### src/hdl/gpa_pkg.sv
// constants and types shared by the four-bit port block
package gpa_pkg;

  // ---------------------------------------------------------------
  // widths
  // ---------------------------------------------------------------
  localparam int PIN_COUNT = 4;
  localparam int ADDR_W    = 20;
  localparam int DATA_W    = 32;
  localparam int IDX_W     = 18;
  localparam int IDX_LSB   = 2;
  localparam int IDX_MSB   = 19;

  // ---------------------------------------------------------------
  // register indexes (byte address is four times the index)
  // ---------------------------------------------------------------
  localparam logic [IDX_W-1:0] IDX_PORT_PIN_DATA      = 18'h0_FFDD;
  localparam logic [IDX_W-1:0] IDX_PORT_PIN_DIRECTION = 18'h0_FFED;
  localparam logic [IDX_W-1:0] IDX_LCD_PORT_CONTROL   = 18'h0_FFC0;

  // ---------------------------------------------------------------
  // reset and read values
  // ---------------------------------------------------------------
  localparam logic [7:0] DATA_RESET   = 8'hF0;
  localparam logic [7:0] DIR_RESET    = 8'hF0;
  localparam logic [7:0] DIR_READ     = 8'hFF;
  localparam logic [3:0] UPPER_ONES   = 4'hF;
  localparam logic [3:0] SEG_GPIO     = 4'h0;
  localparam logic [3:0] SEG_RESET    = 4'h0;
  localparam logic [3:0] PIN_LSB_MASK = 4'hF;
  localparam logic [DATA_W-1:0] RDATA_ZERO = 32'h0000_0000;

  // ---------------------------------------------------------------
  // bus answer states
  // ---------------------------------------------------------------
  typedef enum logic [1:0] {
    APB_IDLE,
    APB_ANSWER
  } gpa_apb_state_t;

endpackage

### src/hdl/gpa_port.sv
// four-bit i/o port with lcd common sharing, apb register slave
//
// Operation
// - four pins, each software input or output
// - data register 8 bits, upper four read 1
// - output-direction bits read back the latch
// - input-direction bits read the pin level
// - data register resets to F0
// - direction register resets to F0, inputs
// - direction 1 output, direction 0 input
// - settings act only in port use
// - nonzero segment select drives lcd common
// - direction register always reads all ones
// - hi-z reset/standby, hold sleep/watch
`timescale 1ns/100ps
module gpa_port
  import gpa_pkg::*;
(
  input  wire logic                 SYS_CLK,
  input  wire logic                 RESET,
  input  wire logic                 CE,
  input  wire logic [ADDR_W-1:0]    PADDR,
  input  wire logic                 PSEL,
  input  wire logic                 PENABLE,
  input  wire logic                 PWRITE,
  input  wire logic [DATA_W-1:0]    PWDATA,
  output logic      [DATA_W-1:0]    PRDATA,
  output logic                      PREADY,
  output logic                      PSLVERR,
  input  wire logic                 STANDBY,
  input  wire logic                 HOLD,
  input  wire logic [PIN_COUNT-1:0] LCD_COM,
  input  wire logic [PIN_COUNT-1:0] PA_IN,
  output logic      [PIN_COUNT-1:0] PA_OUT,
  output logic      [PIN_COUNT-1:0] PA_OE
);

  // ---------------------------------------------------------------
  // declarations
  // ---------------------------------------------------------------
  gpa_apb_state_t         state;
  logic [PIN_COUNT-1:0]   port_pin_data;
  logic [PIN_COUNT-1:0]   port_pin_direction;
  logic [3:0]             segment_select_field;
  logic [PIN_COUNT-1:0]   rd_bits;
  logic                   common_mode;
  logic                   sel_data;
  logic                   sel_dir;
  logic                   sel_lcd;
  logic                   unmapped;
  logic                   access;
  logic                   commit;
  logic                   wr_commit;
  logic [DATA_W-1:0]      next_prdata;

  assign access    = PSEL && PENABLE;
  assign commit    = access && PREADY;
  assign wr_commit = commit && PWRITE && !unmapped;

  assign common_mode = (segment_select_field != SEG_GPIO);

  // ---------------------------------------------------------------
  // address decode
  // ---------------------------------------------------------------
  gpa_apb_decode u_decode (
    .addr     (PADDR),
    .sel_data (sel_data),
    .sel_dir  (sel_dir),
    .sel_lcd  (sel_lcd),
    .unmapped (unmapped)
  );

  // ---------------------------------------------------------------
  // bus answer sequencing
  // ---------------------------------------------------------------
  always_ff @(posedge SYS_CLK) begin
    if (RESET) begin
      state   <= APB_IDLE;
      PREADY  <= 1'b0;
      PSLVERR <= 1'b0;
    end else if (CE) begin
      case (state)
        APB_IDLE: begin
          if (access) begin
            state   <= APB_ANSWER;
            PREADY  <= 1'b1;
            PSLVERR <= unmapped;
          end
        end
        APB_ANSWER: begin
          if (access) begin
            state   <= APB_IDLE;
            PREADY  <= 1'b0;
            PSLVERR <= 1'b0;
          end
        end
        default: begin
          state   <= APB_IDLE;
          PREADY  <= 1'b0;
          PSLVERR <= 1'b0;
        end
      endcase
    end
  end

  // ---------------------------------------------------------------
  // read data
  // ---------------------------------------------------------------
  always_comb begin
    next_prdata = RDATA_ZERO;
    if (sel_data) begin
      next_prdata[7:0] = {UPPER_ONES, rd_bits};
    end else if (sel_dir) begin
      next_prdata[7:0] = DIR_READ;
    end else if (sel_lcd) begin
      next_prdata[3:0] = segment_select_field;
    end
  end

  always_ff @(posedge SYS_CLK) begin
    if (RESET) begin
      PRDATA <= RDATA_ZERO;
    end else if (CE) begin
      if (state == APB_IDLE && access && !PWRITE) begin
        PRDATA <= next_prdata;
      end else if (commit) begin
        PRDATA <= RDATA_ZERO;
      end
    end
  end

  // ---------------------------------------------------------------
  // port data latch
  // ---------------------------------------------------------------
  always_ff @(posedge SYS_CLK) begin
    if (RESET) begin
      port_pin_data <= DATA_RESET[3:0];
    end else if (CE) begin
      if (wr_commit && sel_data) begin
        port_pin_data <= PWDATA[3:0];
      end
    end
  end

  // ---------------------------------------------------------------
  // port direction
  // ---------------------------------------------------------------
  always_ff @(posedge SYS_CLK) begin
    if (RESET) begin
      port_pin_direction <= DIR_RESET[3:0];
    end else if (CE) begin
      if (wr_commit && sel_dir) begin
        port_pin_direction <= PWDATA[3:0];
      end
    end
  end

  // ---------------------------------------------------------------
  // lcd port control
  // ---------------------------------------------------------------
  always_ff @(posedge SYS_CLK) begin
    if (RESET) begin
      segment_select_field <= SEG_RESET;
    end else if (CE) begin
      if (wr_commit && sel_lcd) begin
        segment_select_field <= PWDATA[3:0];
      end
    end
  end

  // ---------------------------------------------------------------
  // pins
  // ---------------------------------------------------------------
  // four identical pin cells
  for (genvar i = 0; i < PIN_COUNT; i++) begin : g_pin
    // direction picks drive, only in port use
    gpa_pin_cell u_cell (
      .clk         (SYS_CLK),
      .rst         (RESET),
      .ce          (CE),
      .dir         (port_pin_direction[i]),
      .latch       (port_pin_data[i]),
      .common_mode (common_mode),
      .com         (LCD_COM[i]),
      .standby     (STANDBY),
      .hold        (HOLD),
      .pin_in      (PA_IN[i]),
      .pin_out     (PA_OUT[i]),
      .pin_oe      (PA_OE[i]),
      .rd_bit      (rd_bits[i])
    );
  end
endmodule

### src/hdl/gpa_apb_decode.sv
// address decode for the port register slave
`timescale 1ns/100ps
module gpa_apb_decode
  import gpa_pkg::*;
(
  input  wire logic [ADDR_W-1:0] addr,
  output logic                   sel_data,
  output logic                   sel_dir,
  output logic                   sel_lcd,
  output logic                   unmapped
);

  logic [IDX_W-1:0] index;

  assign index    = addr[IDX_MSB:IDX_LSB];
  assign sel_data = (index == IDX_PORT_PIN_DATA);
  assign sel_dir  = (index == IDX_PORT_PIN_DIRECTION);
  assign sel_lcd  = (index == IDX_LCD_PORT_CONTROL);
  assign unmapped = !(sel_data || sel_dir || sel_lcd);

endmodule

### src/hdl/gpa_pin_cell.sv
// one port pin: function select, drive, hold and read-back
`timescale 1ns/100ps
module gpa_pin_cell (
  input  wire logic clk,
  input  wire logic rst,
  input  wire logic ce,
  input  wire logic dir,
  input  wire logic latch,
  input  wire logic common_mode,
  input  wire logic com,
  input  wire logic standby,
  input  wire logic hold,
  input  wire logic pin_in,
  output logic      pin_out,
  output logic      pin_oe,
  output logic      rd_bit
);

  // ---------------------------------------------------------------
  // pin drive
  // ---------------------------------------------------------------
  always_ff @(posedge clk) begin
    if (rst) begin
      pin_out <= 1'b0;
      pin_oe  <= 1'b0;
    end else if (ce) begin
      if (standby) begin
        pin_oe <= 1'b0;
      end else if (!hold) begin
        if (common_mode) begin
          pin_oe  <= 1'b1;
          pin_out <= com;
        end else begin
          pin_oe  <= dir;
          pin_out <= latch;
        end
      end
    end
  end

  // ---------------------------------------------------------------
  // read-back: latch for outputs, pin level for inputs
  // ---------------------------------------------------------------
  // latch or pin
  assign rd_bit = dir ? latch : pin_in;

endmodule

### config.mk
export PLATFORM = sky130hd
export DESIGN_NAME = gpa_port
export DESIGN_NICKNAME = d
export VERILOG_FILES = /design/src/hdl/gpa_pkg.sv /design/src/hdl/gpa_port.sv /design/src/hdl/gpa_apb_decode.sv /design/src/hdl/gpa_pin_cell.sv
export SDC_FILE = /design/constraint.sdc
export NUM_CORES = 1
export LEC_CHECK = 0
export ABC_CLOCK_PERIOD_IN_PS = 2500
export BUFFER_PORTS_ARGS = -buffer_cell sky130_fd_sc_hd__buf_2
export CAP_MARGIN = 20
export CORE_MARGIN = 5
export CORE_UTILIZATION = 46
export CTS_BUF_LIST = sky130_fd_sc_hd__clkbuf_8
export DETAILED_ROUTE_END_ITERATION = 8
export HOLD_SLACK_MARGIN = 0.03
export PLACE_DENSITY = 0.87
export RECOVER_POWER = 25
export SYNTH_ARGS = -nofsm -noshare
export SYNTH_HDL_FRONTEND = slang
export SYNTH_SLANG_ARGS = --single-unit
export TNS_END_PERCENT = 1
### constraint.sdc
create_clock -name SYS_CLK -period 2.5 [get_ports SYS_CLK]
set_clock_uncertainty 0.05 [all_clocks]
set_input_delay 0.375 -clock SYS_CLK [delete_from_list [all_inputs] [get_ports SYS_CLK]]
set_output_delay 0.375 -clock SYS_CLK [all_outputs]
set_load 0.02 [all_outputs]
; After elaboration in Yosys (flattened, before gate mapping)
; Cells that the tools add are included.
[word_totals]
ff_bits = 56
input_bits = 68
output_inout_bits = 42
wordCells = 81
[classes]
bitwise_logic = 2
n_mux = 34
n_eq_ne = 7
reduce_logical = 23
[ops]
columns = operator, count
row1 = 32-bit 2-to-1 mux, 2
row2 = "18-bit by 16-bit == test with 1-bit output, second input constant", 3
row3 = 1-bit 2-to-1 mux, 23
row4 = 4-bit 2-to-1 mux, 3
row5 = 2-bit AND reduction, 5
row6 = 1-bit logical AND, 9
row7 = 8-bit 2-to-1 mux, 1
row8 = "2-bit inequality test, second input constant", 3
row9 = 3-bit AND reduction, 2
row10 = 2-bit 2-to-1 mux, 2
row11 = 1-bit case mux with 2 select lines, 2
row12 = 2-bit case mux with 2 select lines, 1
row13 = 4-bit nonzero test, 1
row14 = "2-bit by 1-bit == test with 1-bit output, second input constant", 1
row15 = 1-bit zero test, 2
row16 = 2-bit zero test, 1
row17 = 1-bit logical OR, 2
row18 = 1-bit NOT, 2
row19 = 2-bit nonzero test, 1

; Logic depth before layout (Yosys ltp)
[depth]
depth_word = 6
depth_mapped = 5
depth_no_buf = 4

; Modules after synthesis
; Synthesis repeated with hierarchy kept, for this count alone.
[unflattened]
cells_unflattened = 177
hier_area_um2 = 1585.3
[modules_own_cells]
columns = mod, n_inst, seq_area_each_um2, area_each_um2, cells_per_inst
row1 = gpa_port, 1, 380.4, 1021.0, 115
row2 = gpa_pin_cell, 4, 40.0, 111.4, 12
row3 = gpa_apb_decode, 1, 0.0, 118.9, 14

; Least setup slack after synthesis
; No wires, ideal clock.
[synth_path]
kind = input to register
from = input PADDR[2]
to = register segment_select_field[1]
path_slack_ns = 0.717
stages = 4
arrival_time_ns = 1.600
path_cell_list = or4_4 or4_4 o21ai_1 a21oi_1
[synth_via]
elab_chain_cells = 6
elab_cells_between_ends = 8
classes_between = 3 x eq/ne / 5 x reduce/logical
[synth_lines]
columns = item, line
row1 = from (decl), gpa_port.sv:22  ; input wire logic [ADDR_W-1:0] PADDR,
row2 = 18-bit by 16-bit == test with 1-bit output (on tied branches), "gpa_apb_decode.sv:16, gpa_apb_decode.sv:17"
row3 = 1-bit logical OR (2 in a row), gpa_apb_decode.sv:19  ; assign unmapped = !(sel_data || sel_dir || sel_lcd);
row4 = 1-bit logical AND, gpa_port.sv:58  ; assign wr_commit = commit && PWRITE && !unmapped;
row5 = 1-bit logical AND *, gpa_port.sv:165  ; if (wr_commit && sel_lcd) begin
row6 = 2-bit AND reduction (no source line) *, --
row7 = to (signal assigned), gpa_port.sv:166  ; segment_select_field <= PWDATA[3:0];
row8 = to (decl), gpa_port.sv:44  ; logic [3:0] segment_select_field;
; Every way passes the cells marked *; elsewhere a longest branch is shown, timed or not.
; A chain may end at the register's enable or synchronous reset.

; Worst setup path in the final report
[layout_path]
from = input PADDR[19]
to = register port_pin_direction[2]
[layout_via]
elab_chain_cells = 6
elab_cells_between_ends = 8
classes_between = 3 x eq/ne / 5 x reduce/logical
[layout_lines]
columns = item, line
row1 = 18-bit by 16-bit == test with 1-bit output (on tied branches), "gpa_apb_decode.sv:16, gpa_apb_decode.sv:17"
row2 = 1-bit logical OR (2 in a row), gpa_apb_decode.sv:19
row3 = 1-bit logical AND, gpa_port.sv:58
row4 = 1-bit logical AND *, gpa_port.sv:152  ; if (wr_commit && sel_dir) begin
row5 = 2-bit AND reduction (no source line) *, --
row6 = to (signal assigned), gpa_port.sv:150  ; port_pin_direction <= DIR_RESET[3:0];
row7 = to (signal assigned), gpa_port.sv:153  ; port_pin_direction <= PWDATA[3:0];
row8 = to (decl), gpa_port.sv:43  ; logic [PIN_COUNT-1:0] port_pin_direction;
; Marks and branches as above.

==> reports/metrics.yaml <==
worst_setup_path:
  path_max_fanout: 12
  critical_path_class: "in2reg"
  end_kind: "flip-flop"
  reg2reg_slack_ns: 0.77
  critPathLaunchType: "primary input"
  reg2regPathDepth: 4
  cp_data_required_time_ns: 2.60
  rr_startpoint: "state[0]"
  r2r_end: "port_pin_direction[2]"
  arrival_ns: 1.88
hold_path:
  hold_path_depth: 3
  hp-class: "in2reg"
  worstHoldStart: "PWDATA[3]"
  holdPathEnd: "port_pin_direction[3]"
finish:
  areaGrowthSynthToFinish_pct: 10.3
  fillCellCount: 347
  finalNetCount: 309
  antenna_cells: 0
  layout-drive-gt1-share_pct: 24.2
clocking:
  numClockSinks: 27
  cts-resized-gates: 0
  path_clk_slew_ns: 0.09
  cts-root-buf: "clkbuf_8"
  postCtsSetupRepairBufs: 0
  cts-buffers-inserted: 3
  cts_htree_levels: 1
  cts_buffer_depth: 2
  cts_tree: "done"
  hold_buffers: 0
  clock_latency_ns: 0.28
die:
  rows: 21
  fp.dieW_um: 69.8
  die_h_um: 69.8
  core-area_mm2: 0.00339
  fp.dieArea_mm2: 0.00488
  io_pins: 110
  initial_core_util_pct: 48.6
sta:
  setup_viol: 0
  timing.slew.headroom_pct: 52.4
  tightest_slew_ns: 0.708
  fmax_ghz: 0.562
  tns_ns: 0
  hold_ws_ns: 0.321
  slew_violations: 0
  fin_crit_ns: 1.78
  min_period_over_period_pct: 71.2
  rsz0062_at_grt: "no"
  final_hold_viol_count: 0
place:
  hpwl_mm: 3.15
  port-buffer-count: 55
  gp_congestion: 0.822
outcome:
  status: "complete, no violations"
power_and_ir_drop:
  powerDensity_mw_per_mm2: 446
  peakVddDrop_mv: 0.208
  p_leak_nw: 0.696
logic_synthesis:
  synth_seq_cells: 27
  synthCells: 198
  yosys_warnings: 0
  netlist_area_mm2: 0.00165
  yosysSeqAreaShare_pct: 32.8
  synth.distinct_cells: 36
  synth.avg_cell_area_um2: 8.32
flow_run:
  drv_cap: 0
global_routing:
  grt_max_degree: 27
  grt_pass1_vias: 1347
  track_usage_pct: 14.5
  grt_overflow_total: 0
  antenna_found_initial: 0
  grt_pass1_wl_mm: 5.91
route:
  vias: 1524
  drt_iter0_markers: 76
  final_antenna_net_count: 0
  viasPerCell: 5.33
  wl_per_cell_um: 13.6
  wirelength_mm: 3.90
  firstDrtPassIters: 4
  drc_errors: 0
## layout by cell type, fill, tap and decap left out, drive strengths merged, types with 2 or more instances in the layout
| cell type | instances |
|---|---|
| dfxtp | 27 |
| and4 | 4 |
| nor2 | 8 |
| nand4 | 9 |
| a21oi | 18 |
| and3 | 2 |
| nor4 | 2 |
| xnor2 | 2 |
| or4 | 4 |
| nand3 | 11 |
| a211oi | 5 |
| conb | 24 |
| clkbuf | 14 |
| nand2 | 10 |
| mux2 | 4 |
| inv | 4 |
| a32oi | 4 |
| o21ai | 18 |
| o31ai | 8 |
| buf | 46 |
| nor3 | 3 |
| mux2i | 4 |
## report_power, final
group	switching (W)	internal [W]	total, W
clock network	0.000136	0.000112	0.000248
logic	0.0000839	0.0000391	0.000123
registers	0.00000372	0.000435	0.000438
total	0.000224	0.000586	0.000809
## worst max-delay path, cell delays in order
cell and delay (ns):
buf_2 0.10, nor4bb_1 0.43, nand4_1 0.48, o31ai_1 0.40, a21oi_1 0.10
## flip-flops by register name, indices dropped and copies added (netlist names)
signal and flops:
g_pin.u_cell.pin_oe 4, g_pin.u_cell.pin_out 4, state 1, port_pin_data 4
port_pin_direction 4, PRDATA 5, PSLVERR 1, segment_select_field 4
## metal layers
| layer | vias up | track usage, % | part of all wire (%) |
|---|---|---|---|
| met5 | - | 0 | 0 |
| met4 | 0 | 7.45 | 2.1 |
| met3 | 7 | 2.32 | 8.4 |
| met2 | 68 | 24.6 | 49 |
| met1 | 687 | 17.5 | 41 |
| li1 | 762 | - | - |
## area by class of cell
cell class	count	area, µm²	area share (%)
tap	46	57.6	3.17
clock buffer	3	41.3	2.27
inverter	4	15.0	0.827
timing repair buffer	57	277	15.2
sequential	27	541	29.8
clock inverter	1	5.00	0.276
multi-input combinational	148	880	48.4
## per-stage QoR
| stage | power [W] | cell area [µm²] | setup slack (ns) | instances | utilization, % |
|---|---|---|---|---|---|
| detailed placement | 0.000571 | 1780 | 0.431 | 282 | 52.6 |
| floorplan | 0.000555 | 1730 | 0.717 | 221 | - |
| global route | 0.000843 | 1820 | 0.518 | 286 | 53.6 |
| finish | 0.000809 | 1820 | 0.720 | 286 | 53.6 |
| global placement | 0.000568 | 1780 | 0.451 | 282 | 52.6 |
| CTS | 0.000816 | 1830 | 0.734 | 286 | 54.0 |
## cell usage after synthesis, drive strengths merged
master / number / area [µm²]
a221oi: 1 / 8.76
and4: 4 / 35.0
conb: 1 / 3.75
nor4bb: 1 / 10.0
nand4: 9 / 56.3
nor2b: 1 / 6.26
nor3: 3 / 15.0
inv: 4 / 15.0
dfxtp: 27 / 541
nor4: 2 / 27.5
nor2: 8 / 30.0
a21oi: 18 / 90.1
mux2: 4 / 45.0
buf: 37 / 279
a32o: 1 / 10.0
nor3b: 1 / 7.51
nand2b: 1 / 6.26
and2: 1 / 6.26
xnor2: 2 / 17.5
a211oi: 5 / 37.5
a32oi: 4 / 35.0
o21ai: 18 / 90.1
nand4bb: 1 / 11.3
nand3: 11 / 55.1
and3: 2 / 13.8
clkbuf: 5 / 18.8
o31ai: 8 / 60.1
nand2: 10 / 37.5
mux2i: 4 / 40.0
or4: 4 / 37.5
## worst max path at each step
| stage | end | cells after the start | slack [ns] | start |
|---|---|---|---|---|
| 5_1_grt | port_pin_direction[3] | 5 | 0.52 | PADDR[19] |
| 4_1_cts | port_pin_direction[2] | 5 | 0.73 | PADDR[19] |
| 3_5_place_dp | port_pin_direction[2] | 5 | 0.43 | PADDR[19] |
| 2_1_floorplan | segment_select_field[1] | 4 | 0.72 | PADDR[2] |
| 3_3_place_gp | port_pin_direction[2] | 5 | 0.45 | PADDR[19] |
| 6_report | port_pin_direction[2] | 5 | 0.72 | PADDR[19] |
## logic make-up after synthesis
family | synth area share, %
other | 0.228
flip-flops | 32.8
XOR/XNOR | 1.06
AND/OR/NAND/NOR | 21.6
AO/OA/AOI/OAI | 20.1
buffers and inverters | 19.0
multiplexers | 5.17
(Power assumes the default switching activity.)
